$ cat config.mk
export PLATFORM = sky130hd
export DESIGN_NAME = vdac_regs
export DESIGN_NICKNAME = d
export VERILOG_FILES = /design/src/vdac_pkg.sv /design/src/vdac_settle.sv /design/src/vdac_regs.sv
export VERILOG_INCLUDE_DIRS = /design/src /design/src/src
export SDC_FILE = /design/constraint.sdc
export NUM_CORES = 1
export LEC_CHECK = 0
export BUFFER_PORTS_ARGS = -buffer_cell sky130_fd_sc_hd__buf_2
export CAP_MARGIN = 5
export CORE_MARGIN = 5
export CORE_UTILIZATION = 59
export CTS_CLUSTER_DIAMETER = 60
export DETAILED_ROUTE_END_ITERATION = 16
export HOLD_SLACK_MARGIN = 0.12
export PLACE_DENSITY = 0.8
export SYNTH_ARGS = -nofsm -noshare
export SYNTH_HDL_FRONTEND = slang
export SYNTH_HIERARCHICAL = 1
export SYNTH_SLANG_ARGS = --single-unit
export TNS_END_PERCENT = 30
$ cat constraint.sdc
create_clock -name MCLK -period 3.95 [get_ports MCLK]
set_input_delay 0.1975 -clock MCLK [delete_from_list [all_inputs] [get_ports MCLK]]
set_output_delay 0.1975 -clock MCLK [all_outputs]
set_load 0.01 [all_outputs]
$ cat src/vdac_defines.svh
// Register offsets, field positions, reset values and timing counts of the voice converter.
`ifndef VDAC_DEFINES_SVH
`define VDAC_DEFINES_SVH

`define VDAC_ADDR_W          2
`define VDAC_OFS_DATA_HIGH   2'h0
`define VDAC_OFS_DATA_LOW    2'h1
`define VDAC_OFS_CONTROL     2'h2
`define VDAC_OFS_STATUS      2'h3
`define VDAC_BYTE_RESET      8'h00
`define VDAC_WORD_RESET      16'h0000
`define VDAC_BIT_RESET       1'h0
`define VDAC_ON_BIT          0
`define VDAC_SETTLE_NS       1000
`define VDAC_CLK_PERIOD_NS   4
`define VDAC_SETTLE_CYCLES   ((`VDAC_SETTLE_NS + `VDAC_CLK_PERIOD_NS - 1) / `VDAC_CLK_PERIOD_NS)
`define VDAC_CNT_W           12

`endif

$ cat src/vdac_pkg.sv
// Types shared by the voice converter register front end.
`default_nettype none
package vdac_pkg;

    typedef enum logic [0:0]
    {
        VDAC_OFF_type_s  = 1'b0,
        VDAC_ON_type_s   = 1'b1
    } vdac_power_type;

    typedef struct packed
    {
        logic [7:0]  high_byte;
        logic [7:0]  low_byte;
        logic [7:0]  shadow_byte;
        logic        dac_on;
        logic [15:0] conv_word;
        logic        conv_load;
        logic [7:0]  read_data;
    } vdac_regs_type;

    typedef struct packed
    {
        vdac_power_type  power;
        logic [11:0]     count;
        logic            settled;
    } vdac_settle_type;

endpackage : vdac_pkg
`default_nettype wire

$ cat src/vdac_settle.sv
// Settling timer that reports when the converter is stable after being switched on.
`timescale 1ns/100ps
`default_nettype none
`include "vdac_defines.svh"

module vdac_settle
#(
    parameter int SETTLE_CYCLES = `VDAC_SETTLE_CYCLES
)
(
    input  wire logic  clk,
    input  wire logic  reset,
    input  wire logic  dac_on,
    output var  logic  settled
);

    vdac_pkg::vdac_settle_type state_reg;
    vdac_pkg::vdac_settle_type state_next;

    localparam logic [`VDAC_CNT_W-1:0] LAST = `VDAC_CNT_W'(SETTLE_CYCLES - 1);

    always_comb
    begin
        state_next = state_reg;
        case (state_reg.power)
            vdac_pkg::VDAC_OFF_type_s:
            begin
                state_next.count   = '0;
                state_next.settled = 1'h0;
                if (dac_on)
                begin
                    state_next.power = vdac_pkg::VDAC_ON_type_s;
                end
            end
            vdac_pkg::VDAC_ON_type_s:
            begin
                if (!dac_on)
                begin
                    state_next.power   = vdac_pkg::VDAC_OFF_type_s;
                    state_next.settled = 1'h0;
                    state_next.count   = '0;
                end
                else if (state_reg.count == LAST)
                begin
                    state_next.settled = 1'h1;
                end
                else
                begin
                    state_next.count = state_reg.count + 1'h1;
                end
            end
            default:
            begin
                state_next.power = vdac_pkg::VDAC_OFF_type_s;
            end
        endcase
    end

    always_ff @(posedge clk)
    begin
        if (reset)
        begin
            state_reg <= '{vdac_pkg::VDAC_OFF_type_s, '0, 1'h0};
        end
        else
        begin
            state_reg <= state_next;
        end
    end

    assign settled = state_reg.settled;

endmodule : vdac_settle
`default_nettype wire

$ cat src/vdac_regs.sv
// Register front end of the 16-bit voice converter.
//
// Local design decisions: the register offsets and the plain strobed port.
`timescale 1ns/100ps
`default_nettype none
`include "vdac_defines.svh"

module vdac_regs
#(
    parameter int SETTLE_CYCLES = `VDAC_SETTLE_CYCLES
)
(
    input  wire logic                    MCLK,
    input  wire logic                    RESET,
    input  wire logic [`VDAC_ADDR_W-1:0] ADDR,
    input  wire logic [7:0]              WDATA,
    input  wire logic                    WR,
    input  wire logic                    RD,
    output var  logic [7:0]              RDATA,
    output var  logic [15:0]             DAC_WORD,
    output var  logic                    DAC_LOAD,
    output var  logic                    DAC_ON
);

    localparam vdac_pkg::vdac_regs_type REGS_RESET = '{
        high_byte   : `VDAC_BYTE_RESET,
        low_byte    : `VDAC_BYTE_RESET,
        shadow_byte : `VDAC_BYTE_RESET,
        dac_on      : `VDAC_BIT_RESET,
        conv_word   : `VDAC_WORD_RESET,
        conv_load   : `VDAC_BIT_RESET,
        read_data   : `VDAC_BYTE_RESET
    };

    vdac_pkg::vdac_regs_type regs_reg;
    vdac_pkg::vdac_regs_type regs_next;
    logic                    settled;

    function automatic logic hit(input logic [`VDAC_ADDR_W-1:0] a,
                                 input logic [`VDAC_ADDR_W-1:0] ofs);
        hit = (a == ofs);
    endfunction : hit

    vdac_settle
    #(
        .SETTLE_CYCLES (SETTLE_CYCLES)
    )
    u_settle
    (
        .clk     (MCLK),
        .reset   (RESET),
        .dac_on  (regs_reg.dac_on),
        .settled (settled)
    );

    always_comb
    begin
        regs_next           = regs_reg;
        regs_next.conv_load = 1'h0;
        regs_next.read_data = `VDAC_BYTE_RESET;
        if (WR)
        begin
            if (hit(ADDR, `VDAC_OFS_DATA_LOW))
            begin
                regs_next.shadow_byte = WDATA;
            end
            if (hit(ADDR, `VDAC_OFS_DATA_HIGH))
            begin
                regs_next.high_byte = WDATA;
                regs_next.low_byte = regs_reg.shadow_byte;
                regs_next.conv_word = {WDATA, regs_reg.shadow_byte};
                regs_next.conv_load = 1'h1;
            end
            if (hit(ADDR, `VDAC_OFS_CONTROL))
            begin
                regs_next.dac_on = WDATA[`VDAC_ON_BIT];
            end
        end
        if (RD)
        begin
            if (hit(ADDR, `VDAC_OFS_DATA_HIGH))
            begin
                regs_next.read_data = regs_reg.high_byte;
            end
            else if (hit(ADDR, `VDAC_OFS_DATA_LOW))
            begin
                regs_next.read_data = regs_reg.low_byte;
            end
            else if (hit(ADDR, `VDAC_OFS_CONTROL))
            begin
                regs_next.read_data = {7'h00, regs_reg.dac_on};
            end
            else
            begin
                regs_next.read_data = {7'h00, settled};
            end
        end
    end

    always_ff @(posedge MCLK)
    begin
        if (RESET)
        begin
            regs_reg <= REGS_RESET;
        end
        else
        begin
            regs_reg <= regs_next;
        end
    end

    assign RDATA    = regs_reg.read_data;
    assign DAC_WORD = regs_reg.conv_word;
    assign DAC_LOAD = regs_reg.conv_load;
    assign DAC_ON   = regs_reg.dac_on;

endmodule : vdac_regs
`default_nettype wire

== Yosys cells after proc, flatten, opt, wreduce, memory -nomap -nowiden ==
Index checks and enable logic that the tools add are counted.

* Muxes and demuxes: 9
* Add/sub/neg operators: 1
* Equality and inequality tests: 5
* Reductions and logical operators: 6
* Bitwise operators: 3

{| class="wikitable"
|+ Operators by type and width
! kind !! count
|-
| $pmux 14 s2 || 1
|-
| $mux 8 || 2
|-
| $mux 13 || 1
|-
| $add 12x1->12 const B || 1
|-
| $eq 12x8->1 const B || 1
|-
| $mux 12 || 1
|-
| $ne 3x3->1 const B || 2
|-
| $reduce_and 2->1 || 3
|-
| $mux 1 || 4
|-
| $reduce_or 2->1 || 2
|-
| $not 1->1 || 3
|-
| $eq 2x1->1 const B || 1
|-
| $eq 2x2->1 const B || 1
|-
| $logic_not 2->1 || 1
|}

* Flip-flop bits (word level): 64
* Input port bits: 14

== Longest topological paths before layout ==
Gate-level depths: netlist of run 1.

* Depth in word-level cells: 4
* Mapped depth: 5

== Modules after synthesis ==
Netlist of run 1, hierarchy kept.

{| class="wikitable"
|+ By module, submodules not included
! module !! seq. area each (µm²) !! area an instance (µm²) !! cells an instance !! times used
|-
| vdac_regs || 680.7 || 1539.0 || 146 || 1
|-
| vdac_settle || 280.3 || 658.1 || 74 || 1
|}

== Least setup slack after synthesis of run 1 ==
No wires, ideal clock.

* Path kind: reg2reg
* Start: register u_settle/state_reg[1] (netlist bit)
* End: register u_settle/state_reg[2] (netlist bit)
* Slack: 2.387 ns
* Required time: 3.871 ns
* Period minus slack after synthesis: 1.563 ns
* Arrival: 1.484 ns
* Buffers on the path: 0
* Cell stages (with the launch flop): 5
* Library setup time: 0.079 ns
* Path through: dfxtp_1 > ha_1 > or4b_4 > o31a_1 > a211oi_2

* Word-level cells in the longest chain between the ends: 4
* Elaborated cells between the ends (all ways): 6
* Those cells by class: 1 x add/sub; 2 x eq/ne; 3 x mux

{| class="wikitable"
|+ Ends and longest elaborated chain
! what !! line !! source
|-
| start: declaration || vdac_settle.sv:17 || <nowiki>vdac_pkg::vdac_settle_type state_reg;</nowiki>
|-
| start signal: assignment || vdac_settle.sv:63 || <nowiki>state_reg <= '{vdac_pkg::VDAC_OFF_type_s, '0, 1'h0};</nowiki>
|-
| start signal: assignment || vdac_settle.sv:67 || <nowiki>state_reg <= state_next;</nowiki>
|-
| $add 12x1->12 || vdac_settle.sv:49 || <nowiki>state_next.count = state_reg.count + 1'h1;</nowiki>
|-
| $mux 12 || vdac_settle.sv:43 || <nowiki>else if (state_reg.count == LAST)</nowiki>
|-
| $mux 13 || vdac_settle.sv:37 || <nowiki>if (!dac_on)</nowiki>
|-
| $pmux 14 s2 || vdac_settle.sv:25 || <nowiki>case (state_reg.power)</nowiki>
|}

Several ways; a longest one is shown, not always the timed one. The select of a mux whose other input is x is not followed.
A chain may end at the register's enable or synchronous reset.

== Final worst setup path of run 1 ==
Same ends and word-level chain as after synthesis.

==> results by stage, run 1 <==
Run status:
- The run finished with clean final reports.

Critical path:
- The element type at the critical path start is a flip-flop.
- The launching instance or port of the critical path is u_settle/state_reg[1]$_SDFFE_PP0P_.
- The required time of the worst setup path is 4.17 ns.
- The critical path in this run is classified as reg -> reg.
- The startpoint identified for the worst register-to-register timing path is u_settle/state_reg[1]$_SDFFE_PP0P_.
- The element type at the critical path end is a flip-flop.
- STA puts the critical path data arrival time at just under 2 ns.
- Along the worst path, the maximum fanout reaches 7.

Layout:
- Leaving out filler cells and counting taps, the final layout contains 280.
- The fraction of layout cells with a size suffix above 1 is 21.6%.
- The area growth from synthesis to layout is 7.18%.
- Fill cells in the final layout number 337.
- In the layout the commonest cells are sky130_fd_sc_hd__dfxtp_1, sky130_fd_sc_hd__buf_2, sky130_fd_sc_hd__nand2b_1.
- The number of flip-flops in the largest register is 23.
- The library cell used most frequently in the layout, excluding fill and tap cells, is sky130_fd_sc_hd__dfxtp_1.
- The final layout contains between 200 and 250 nets.
- The antenna diode count is 0.

Power:
- The reported leakage power is 0.967 nW.
- For this design the ratio of total power to cell area is 402 mW/mm^2.
- The maximum vdd ir drop is a little over 0.3 mV.

Yosys:
- The post-synthesis cell type with the largest combined area is sky130_fd_sc_hd__dfxtp_1.
- After synthesis, the cell types taking the most area are sky130_fd_sc_hd__dfxtp_1, sky130_fd_sc_hd__mux2i_1, sky130_fd_sc_hd__nand2b_1.
- The number of unique standard cell types used by synthesis is 33.
- The synthesized netlist cell count is 220.
- The fraction of registers with async set or reset after synthesis is 0%.
- The post-synthesis cell area is 0.00220 sq mm.
- The sequential share of the synthesized area is 43.7%.
- The Yosys step of the flow raised 6 warnings.
- The number of nets in the synthesized netlist is 236.
- The most instantiated flip-flop cell in the synthesis netlist is sky130_fd_sc_hd__dfxtp_1.
- The flop and latch count out of synthesis is 48.
- The area fraction of the dominant cell type after synthesis is a little over two fifths.
- The number of enable-type register cells in the synthesized netlist is 0.
- The post-synthesis average cell area is 9.99 sq um.

Detailed routing:
- The total number of vias is 1489.
- The final layout contains routed wiring with a total length of 3810 um.
- Once detail routing completed, the nets flagged for antenna violations numbered 0.
- Dividing the detail-routed via count by the number of cells gives 5.32.
- The post-detailed-route wirelength per cell is roughly 14 um.
- For this run, design rule violations remaining after detail routing come to 0.
- In this run, the number of DRC markers left after iteration 0 of detailed routing was 57.
- The detailed-routing iteration count for the pre-antenna-repair pass is 4.

Die:
- The number of ports placed on the die boundary is 40.
- The site row count is 22.
- The initial standard-cell utilization of the core is 60.5%.
- The floorplan step defined a die boundary enclosing a little over 0.005 sq mm.
- The region available for standard cell placement spans around 0.0036 sq mm.
- The die boundary width is ~71 um.
- The die is 71.0 um tall.

Timing:
- Static timing analysis puts the maximum clock frequency at 578 MHz.
- Setup repair after global routing left no endpoint under its margin.
- The post-route clock period utilization is a little over two fifths.
- The final period demand of the worst path is ~1.7 ns.
- Clock skew on the completed layout was measured at 0.00285 ns.
- The count of final hold-check violations is 0.
- Adding up every negative setup slack in the final design gives 0 ns.
- The final count of pins violating max slew is 0.
- Setup slack closes at ~2.2 ns.
- The worst-margin pin slew is 0.820 ns.
- The number of endpoints failing setup at the final stage is 0.
- The tightest slew margin relative to the limit is 45.1%.

Clock tree:
- The clock tree root driver cell is sky130_fd_sc_hd__clkbuf_8.
- The clock transition at the register clock pins on the worst setup and hold paths after CTS is 0.08 ns.
- TritonCTS built the clock tree.
- The clock buffer count from CTS is 5.
- The count of H-tree levels built during CTS is 2.
- The number of gates resized after CTS was 0.
- In this run the deepest clock path goes through 2 buffers.
- In this run, post-CTS hold repair placed 0 buffers.
- The later pin in the worst-skew pair is clocked with a latency of about 0.3 ns.
- The buffers inserted during post-CTS setup optimization is 0.
- The sink count of the clock tree is 48.

Placement:
- The post-placement worst setup slack is 2.24 ns.
- Counting tap cells, the placed design contains a total of 273 instances.
- The weighted congestion reported at the end of routability-driven placement is 0.835.
- The detailed-placement wirelength estimate is 2650 um.
- The number of buffers added on ports is 39.

Global routing:
- The largest net degree at the start of global routing is 39.
- The wire length of the first global-routing pass is roughly 6500 um.
- The via count of the first global-routing pass was 1404.
- The initial antenna violation count is 0.
- After global routing the overflow that remains totals 0.
- The global-route usage over all layers is approximately 16%.

Run:
- Max-cap violations in this run came to 0.

Worst hold path:
- The min-delay analysis places its worst path in the category in -> reg.
- The startpoint identified for the worst hold timing path is WDATA[2].
## area by class of cell
| cell class | instances | area [sq um] | share of cell area, % |
|---|---|---|---|
| Tap cell | 48 | 60.1 | 2.55 |
| Clock buffer | 5 | 68.8 | 2.92 |
| Multi-Input combinational cell | 133 | 991 | 42.1 |
| Inverter | 5 | 18.8 | 0.797 |
| Timing Repair Buffer | 39 | 195 | 8.29 |
| Sequential cell | 48 | 961 | 40.8 |
| Clock inverter | 2 | 60.1 | 2.55 |
## worst max-delay path: stages (launching register included)
cell	delay (ns)
sky130_fd_sc_hd__dfxtp_1	0.47
sky130_fd_sc_hd__ha_1	0.19
sky130_fd_sc_hd__or4b_4	0.49
sky130_fd_sc_hd__o31a_1	0.30
sky130_fd_sc_hd__a211oi_2	0.19
## metal layers
layer	wire length, um	share of wire, %	track usage, %
met1	1820	48	20.8
met2	1690	44	25.0
met3	253	6.6	6.11
met4	50	1.3	5.43
met5	0	0	0
## kinds of logic (layout without fill, tap and decap cells)
family | count (synthesis) | count (layout) | share of synthesized area, %
AOI/OAI and AO/OA | 18 | 18 | 5.52
xor gates and xnor gates | 2 | 2 | 0.797
muxes | 34 | 34 | 16.2
and+or+nand+nor | 77 | 77 | 21.2
DFF | 48 | 48 | 43.7
buffers and inverters | 39 | 51 | 11.4
adders and majority gates | 2 | 2 | 1.14
## where the power goes
group	internal (mW)	leakage, nW	switching, mW	total (mW)
registers	0.491	0.388	0.00381	0.495
logic	0.0247	0.515	0.0253	0.0500
clock network	0.249	0.0642	0.152	0.401
total	0.764	0.967	0.181	0.946
## through the flow
step	power, mW	hold slack, ns	area, sq um	utilization (%)
global placement	0.556	0.448	2230	61.3
floorplan	0.544	0.281	2200	-
finish	0.946	0.176	2350	64.8
CTS	0.956	0.171	2350	64.8
global route	0.982	0.176	2350	64.8
detailed placement	0.557	0.452	2230	61.3
## worst paths after layout
kind | to | slack [ns] | depth (start not counted)
setup / recovery | u_settle/state_reg[2]$_SDFFE_PP0P_ | 2.22 | 4
hold / removal | regs_reg[44]$_SDFFE_PP0P_ | 0.18 | 3
setup reg to reg | u_settle/state_reg[2]$_SDFFE_PP0P_ | 2.22 | 4
hold reg to reg | u_settle/state_reg[12]$_SDFFE_PP0P_ | 0.48 | 2
## Yosys cell counts (4+ instances only)
cell type / n
sky130_fd_sc_hd__a21oi_1: 7
sky130_fd_sc_hd__buf_4: 25
sky130_fd_sc_hd__clkbuf_1: 6
sky130_fd_sc_hd__dfxtp_1: 48
sky130_fd_sc_hd__inv_1: 5
sky130_fd_sc_hd__mux2i_1: 33
sky130_fd_sc_hd__nand2_1: 6
sky130_fd_sc_hd__nand2b_1: 34
sky130_fd_sc_hd__nand3_1: 4
sky130_fd_sc_hd__nor2_1: 10
sky130_fd_sc_hd__o31ai_1: 4
sky130_fd_sc_hd__or4_1: 4
Power figures use the tool's default switching activity.
==> run 2, diff against run 1 <==
CORE_UTILIZATION = 49   (was 59)
PLACE_DENSITY = 0.7   (was 0.8)
clock period = 1.55 ns   (was 3.95 ns; I/O delays follow)
==> run 2 against run 1 <==
  * Global-route usage is 1.2 points lower
  * Die area rose by 17%
  * Utilization down 6.0 points
  * Cell count grew 8.9%
  * Routed wire length is 6.3% higher
  * Combinational power increased to 3.1 times the previous value
  * Register-to-register slack got worse by 2.2 ns
  * Sequential share of layout area shrank 3.2 points
  * Worst setup slack got worse by 2.2 ns
  * Largest cell class unchanged
==> results by stage, run 2 (same netlist as run 1, synthesis figures left out) <==
Timing:
- The final count of pins violating max slew came to 0.
- Static timing analysis puts the maximum clock frequency at 655 MHz.
- The worst-margin pin slew is approximately 0.55 ns.
- The routed design could run at a clock period as short as 1.53 ns.
- The post-route clock period utilization is 98.5%.
- The number of endpoints failing setup at the final stage is 0.
- The final setup skew is 0.00488 ns.
- The count of final hold-check violations is 0.
- Hold is met by 0.121 ns.
- Setup repair after global routing could not meet its margin everywhere.
- Measured against its own limit, the worst slew margin works out to 63.0%.

Global routing:
- The global-route usage over all layers is between 10 and 15%.
- The initial antenna violation count is 0.
- The largest net degree at the start of global routing is 25.
- The via count of the first global-routing pass was 1541.
- The total global routing overflow is 0.
- The first global-routing pass estimated 7180 um of wire.

Clock tree:
- The clock tree root driver cell is sky130_fd_sc_hd__clkbuf_8.
- Clock-pin slew was measured on the worst setup and hold paths at 0.08 ns.
- TritonCTS built the clock tree.
- Clock latency on the worst-skew pair, taken at its later pin, is around 0.3 ns.
- The count of H-tree levels built during CTS is 2.
- The deepest clock path buffer count is 2.
- The clock buffer count from CTS is 5.
- The sink count of the clock tree is 48.

Detailed routing:
- For this block, the initial DRC count from the detailed router was 59.
- The routed layout has about 1600 vias.
- The sum of routed wire length over all layers is 4060 um.
- The post-detailed-route wirelength per cell is 13.3 um.
- The detailed-routing iteration count for the pre-antenna-repair pass is 4.
- The remaining routing DRC violations is 0.
- The per-cell via count in the routed design is 5.10.
- In this run the remaining antenna-violating nets after routing total 0.

Critical path:
- The number of buffer and inverter stages on the critical path is 1.
- The worst setup path is of the reg -> reg kind.
- The signal on the critical path passes through inv_2 -> ha_2 -> or4b_4 -> o31a_1 -> a211oi_2.
- In this design, the stage delay of the slowest critical-path cell is about 0.50 ns.
- The dominant delay contributor by cell family on the critical path is simple AND/OR/NAND/NOR gates.
- The largest driver fanout on the critical path is 5.
- The endpoint arrival time on the critical path is 1.74 ns.
- The slowest cell on the critical path is sky130_fd_sc_hd__or4b_4.
- The worst setup slack for register-to-register paths is ~0.024 ns.
- The required time of the worst setup path is 1.77 ns.
- The worst setup path is launched from a flip-flop.
- The worst setup path is captured at a flip-flop.

Power:
- For this design the ratio of total power to cell area is 955 mW/mm^2.
- Of the total power, registers draw roughly 52%.
- The reported leakage power is 1.06 nW.
- The internal portion of the total power is a little under 2 mW.
- The portion of total power attributed to the clock network is 42.3%.
- Summed over all nets, the switching power comes to ~480 uW.
- Combinational logic is responsible for 6.2% of the overall power.
- The worst-case IR drop observed on VDD is 0.577 mV.
- The fraction of power spent switching nets is about a fifth.
- The completed layout was analyzed and its total power is 2.45 mW.

Run:
- The tool flagged a number of max-cap violations equal to 0.

Layout:
- The most common cell after layout, fill and taps aside is sky130_fd_sc_hd__dfxtp_1.
- At the end of the flow, the number of nets in the layout was approximately 270.
- The antenna diode count is 0.
- Relative to the synthesized area, the layout overhead comes to 16.6%.
- The top cell types in the final layout, fill and taps aside, are sky130_fd_sc_hd__dfxtp_1, sky130_fd_sc_hd__buf_2, sky130_fd_sc_hd__nand2b_1.
- The register with the most flip-flops in the layout has 23 of them.
- The final design area excluding fillers is around 0.0026 sq mm.
- The fraction of layout cells with a size suffix above 1 is 27.3%.
- The final core utilization is between 50 and 60%.
- The number of cells in the finished layout apart from fillers is 305.

Die:
- The die covers 0.00592 sq mm.
- The floorplan has 24 rows.
- For this configuration, the core starts out at a cell density of 50.5%.
- After floorplanning, the core was sized to cover 0.00435 sq mm.
- For this design the top-level I/O count stands at 40.
- The die boundary width is between 70 and 80 um.
- The die is 77.0 um tall.

Placement:
- The post-placement cell count is 287.
- The cell area reported after detailed placement is 0.00231 sq mm.
- Buffers placed on the I/O ports in this run total 39.
- Routability-driven placement finished with a final weighted congestion of 0.812.
- The detailed-placement wirelength estimate is ~2800 um.

Run status:
- The run finished with clean final reports.

Worst hold path:
- The type of the most critical hold path is in -> reg.
-- run 2: cell types whose count changed in the layout (fill, tap and decap cells not counted), sizes merged --
cell	previous run	this run
buf	39	50
dlygate4sd3	0	10
-- run 2: per-layer routing --
layer / GRT usage, % / vias up / wire length, um / share of wire [%]
met3: 4.80 / 7 / 196 / 4.8
met1: 19.0 / 720 / 1900 / 47
li1: - / 800 / - / -
met5: 0 / - / 0 / 0
met4: 6.29 / 0 / 79 / 1.9
met2: 23.3 / 28 / 1880 / 46
-- run 2: path summary, 6_finish.rpt --
check,cells past startpoint,start,end
worst max-delay path,5,u_settle/state_reg[2]$_SDFFE_PP0P_,u_settle/state_reg[2]$_SDFFE_PP0P_
worst min register to register,1,u_settle/settled$_SDFFE_PP0P_,u_settle/settled$_SDFFE_PP0P_
worst max register to register,5,u_settle/state_reg[2]$_SDFFE_PP0P_,u_settle/state_reg[2]$_SDFFE_PP0P_
worst min-delay path,2,RESET,u_settle/state_reg[13]$_SDFF_PP0_
-- run 2: area by class of cell --
type | instances | area, sq um
fillers | 390 | 1790
multi-input cells | 133 | 1010
flip-flops and latches | 48 | 963
repair buffers | 60 | 378
clock buffers | 5 | 68.8
well taps | 52 | 65.1
clock inverters | 2 | 60.1
inverters | 5 | 18.8
-- run 2: metrics by stage --
stage          setup WS, ns  setup TNS [ns]
3_3_place_gp         0.0247               0
5_1_grt             -0.0345         -0.0677
3_5_place_dp        -0.0153         -0.0153
4_1_cts              0.0136               0
6_report             0.0236               0
2_1_floorplan        0.0111               0
-- run 2: repair_timing --
action                     CTS  global route
buffers inserted             1             0
setup endpoints to repair    2             5
resized for setup            5             2
hold endpoints to repair    18             0
pin swaps                    2             2
hold buffers                10             0
-- run 2: power groups by stage --
stage	Sequential [mW]	Clock [mW]	Combinational (mW)
after floorplan	1.29	0	0.0992
after global placement	1.29	0	0.134
after detailed placement	1.29	0	0.135
after CTS	1.26	1.06	0.154
after global routing	1.26	1.11	0.169
final	1.26	1.03	0.153
-- run 2: worst register-to-register path, cell delays in order (launching register included) --
cell and delay [ns]:
sky130_fd_sc_hd__dfxtp_2 0.33, sky130_fd_sc_hd__inv_2 0.05, sky130_fd_sc_hd__ha_2 0.15, sky130_fd_sc_hd__or4b_4 0.50
sky130_fd_sc_hd__o31a_1 0.28, sky130_fd_sc_hd__a211oi_2 0.13
==> run 3, diff against run 2 <==
ABC_AREA = 1   (was default)
PLACE_DENSITY = 0.71   (was 0.7)
==> run 3 against run 2 <==
  * Combinational power up 23%
  * Synthesized area down 5.5%
  * Non-clock buffer count down 10
  * Total power down 13%
  * Flip-flop and latch count unchanged
  * Sequential power about the same
  * Routed wire length down 2.6%
  * Clock-buffer cell count unchanged
  * Worst hold slack better by 0.031 ns
  * Critical path depth unchanged
==> results by stage, run 3 <==
Layout:
- The antenna diode count is 0.
- The top cell types in the final layout, fill and taps aside, are sky130_fd_sc_hd__nor2_1, sky130_fd_sc_hd__dfxtp_1, sky130_fd_sc_hd__nand2_1.
- The final layout contains 321 nets.
- Cells with a size suffix above 1 make up 18.5% of the layout.
- The sequential cells in the finished layout cover a total of 961 sq um.
- The library cell used most frequently in the layout, excluding fill and tap cells, is sky130_fd_sc_hd__nor2_1.
- With fillers left out, the area of the finished cells amounts to 0.00229 sq mm.
- The layout has between 400 and 500 filler cells.
- Summing all multi-input logic gate instances after layout gives about 800 sq um.
- From synthesis to final layout, the design area changed by 10.4%.
- The number of flip-flops in the largest register is 23.
- For this run, the number of standard cells in the final layout without fillers is 353.

Yosys:
- The synthesized design spends more area on one cell type than any other, namely sky130_fd_sc_hd__dfxtp_1.
- The largest family of logic cells by synthesized area is simple AND/OR/NAND/NOR gates.
- The share of synthesized area spent on multiplexers is 0%.
- A synthesized cell averages about 7.5 sq um.
- The flop and latch count out of synthesis is between 40 and 50.
- The mapped netlist covers 0.00208 sq mm.
- The synthesized netlist devotes ~12% of its cell area to compound gates.
- The most instantiated flip-flop cell in the synthesis netlist is sky130_fd_sc_hd__dfxtp_1.
- The number of unique standard cell types used by synthesis is 22.
- The post-synthesis share of cell area spent on xor and xnor gates is 0%.
- The most frequent cell after synthesis is sky130_fd_sc_hd__nor2_1.
- After technology mapping, the gate count stands at 277.
- After synthesis, the cell types taking the most area are sky130_fd_sc_hd__dfxtp_1, sky130_fd_sc_hd__nor2_1, sky130_fd_sc_hd__buf_4.
- Counting flops with a built-in enable in the synthesized netlist gives 0.
- After synthesis, the most frequently instantiated cells are sky130_fd_sc_hd__nor2_1, sky130_fd_sc_hd__dfxtp_1, sky130_fd_sc_hd__nand2_1.
- Of the total synthesized cell area, the portion taken by full adders, half adders and majority gates is 1.21%.
- The number of synthesis warnings is 6.
- The sequential share of the synthesized area is 46.3%.
- Summed over its instances, the top area cell type makes up 46.3% of the synthesized netlist area.
- Of the total synthesized cell area, the portion taken by AND, OR, NAND and NOR gates is 25.1%.
- Of all flip-flops after synthesis, the portion carrying an async set or reset was 0%.
- Synthesis produced a netlist with a net count of 293.

Clock tree:
- TritonCTS built the clock tree.
- At the later pin of the worst-skew pair, clock insertion delay measures 0.29 ns.
- The deepest clock path buffer count is 2.
- The clock transition at the register clock pins on the worst setup and hold paths after CTS is 0.07 ns.
- In this run, post-CTS repair resized a total of 0 instances.
- CTS saw 48 sinks.
- In this run the number of H-tree levels came out at 2.
- The tree is rooted in a sky130_fd_sc_hd__clkbuf_8.
- The clock buffer count from CTS is 5.

Placement:
- The post-placement cell count is 337.
- The weighted congestion reported at the end of routability-driven placement is about 0.94.
- The detailed-placement wirelength estimate is 2900 um.
- During placement, the flow inserted port buffers numbering 39.
- After detailed placement, the total cell area comes to 0.00211 sq mm.
- OpenSTA, run right after detailed placement, puts the worst setup slack at 0.291 ns.

Die:
- The die footprint is 0.00564 sq mm.
- The number of ports placed on the die boundary is 40.
- The die boundary width is 75.1 um.
- The core area is 0.00406 sq mm.
- The site row count is 23.
- The initial standard-cell utilization of the core is 51.2%.
- The vertical die dimension is 75.1 um.

Detailed routing:
- In this run, the number of DRC markers left after iteration 0 of detailed routing was 63.
- Dividing the detail-routed via count by the number of cells gives 4.73.
- For this run, design rule violations remaining after detail routing come to 0.
- The total number of vias is 1670.
- The post-detailed-route wirelength per cell is about 11 um.
- The first detailed-routing pass ran for 4 iterations.
- The sum of routed wire length over all layers is 3950 um.
- Once detail routing completed, the nets flagged for antenna violations numbered 0.

Timing:
- The number of endpoints failing setup at the final stage is 0.
- Across all setup checks in the final design, the least slack found is between 0.2 and 0.25 ns.
- The count of final hold-check violations came to 0.
- The accumulated negative setup slack is 0 ns.
- For the finished layout, the period the worst path requires is ~1.3 ns.
- In the finished design, the share of the clock period the worst path needs comes to 84.0%.
- For the pin with the worst max-slew slack, the measured transition is 0.567 ns.
- The final setup skew is 0.00437 ns.
- The maximum frequency from static timing analysis is 768 MHz.
- Setup repair after global routing left no endpoint under its margin.
- The final count of pins violating max slew is 0.
- Headroom to the max-slew limit came out at 62.2%.

Critical path:
- The startpoint-to-endpoint class of the critical path is in -> reg.
- The element type at the critical path start is an input port.
- The worst setup path is captured at a flip-flop.
- STA puts the critical path data required time at around 1.8 ns.
- The endpoint arrival time on the critical path is 1.52 ns.
- The largest driver fanout on the critical path is 25.

Global routing:
- The initial antenna violation count is 0.
- The first global-routing pass estimated 6690 um of wire.
- The total global routing overflow is 0.
- The via count of the first global-routing pass came to 1518.
- The largest net degree at the start of global routing is 26.
- The global-route usage over all layers is 15.6%.

Run status:
- The flow ran to the end, and the final reports show no timing, DRC or antenna violations.

Power:
- The reported leakage power is 1.01 nW.
- The total power density per cell area is 925 mW/mm^2.
- The maximum vdd ir drop is 0.559 mV.

Worst hold path:
- The min-delay analysis places its worst path in the category in -> reg.

Run:
- The max-cap violation count is 0.
## run 3: changes by cell type in the layout (fill, tap and decap cells not counted), moves of 3 or more
cell | previous run | this run
sky130_fd_sc_hd__inv_1 | 3 | 21
sky130_fd_sc_hd__nor2_1 | 10 | 65
sky130_fd_sc_hd__o31ai_1 | 4 | 0
sky130_fd_sc_hd__o21ai_0 | 2 | 21
sky130_fd_sc_hd__buf_4 | 11 | 0
sky130_fd_sc_hd__nand2_1 | 6 | 40
sky130_fd_sc_hd__nand3_1 | 4 | 8
sky130_fd_sc_hd__nor2_2 | 0 | 3
sky130_fd_sc_hd__o21ai_1 | 0 | 9
sky130_fd_sc_hd__a21oi_1 | 7 | 19
sky130_fd_sc_hd__or3b_1 | 3 | 0
sky130_fd_sc_hd__or4_1 | 4 | 0
sky130_fd_sc_hd__mux2i_1 | 33 | 0
sky130_fd_sc_hd__nand2b_1 | 34 | 0
## run 3: power breakdown
| group | internal [mW] | switching, mW |
|---|---|---|
| logic | 0.0807 | 0.107 |
| registers | 1.27 | 0.0240 |
| clock network | 0.291 | 0.347 |
## run 3: timing repair
| action | 4_1_cts | 5_1_grt |
|---|---|---|
| hold endpoints to repair | 21 | 0 |
| buffers inserted | 0 | 0 |
| hold buffers | 11 | 0 |
## run 3: layout make-up
cell class / count / share of cell area, %
flip-flops and latches: 48 / 41.9
multi-input cells: 176 / 34.8
repair buffers: 50 / 13.3
well taps: 50 / 2.73
inverters: 24 / 4.15
clock buffers: 5 / 3.00
## run 3: path summary, 6_finish.rpt
path,start,endpoint,slack (ns),cells past startpoint
setup / recovery,RESET,DAC_ON$_SDFFE_PP0P_,0.25,5
hold / removal,ADDR[0],RDATA[2]$_SDFF_PP0_,0.15,4
setup reg to reg,u_settle/state_reg[1]$_SDFFE_PP0P_,u_settle/state_reg[11]$_SDFFE_PP0P_,0.28,6
hold reg to reg,u_settle/settled$_SDFFE_PP0P_,u_settle/settled$_SDFFE_PP0P_,0.45,2
## run 3: per-stage QoR
step / hold WS [ns] / total power [mW] / utilization, %
6_report: 0.152 / 2.12 / 56.5
5_1_grt: 0.134 / 2.24 / 56.5
4_1_cts: 0.128 / 2.16 / 56.5
2_1_floorplan: 0.150 / 1.45 / -
3_5_place_dp: 0.311 / 1.49 / 52.1
3_3_place_gp: 0.315 / 1.49 / 52.1
## run 3: critical path, stage by stage
cell and delay [ns]:
sky130_fd_sc_hd__dlygate4sd3_1 0.53, sky130_fd_sc_hd__buf_2 0.15, sky130_fd_sc_hd__inv_1 0.42, sky130_fd_sc_hd__o21ai_0 0.17, sky130_fd_sc_hd__a21oi_1 0.16
## run 3: cell families after synthesis
logic type / after synthesis
compound gates: 50
flops: 48
simple gates: 124
fa+ha+maj: 2
buf+inv: 53
## run 3: per-layer routing
metal  GRT usage [%]  part of all wire (%)  vias to the layer above
met5               0                     0                        -
met4            5.93                   1.6                        0
met3            4.54                   4.2                        5
met2            26.3                    48                       26
met1            18.8                    46                      739
li1                -                     -                      900
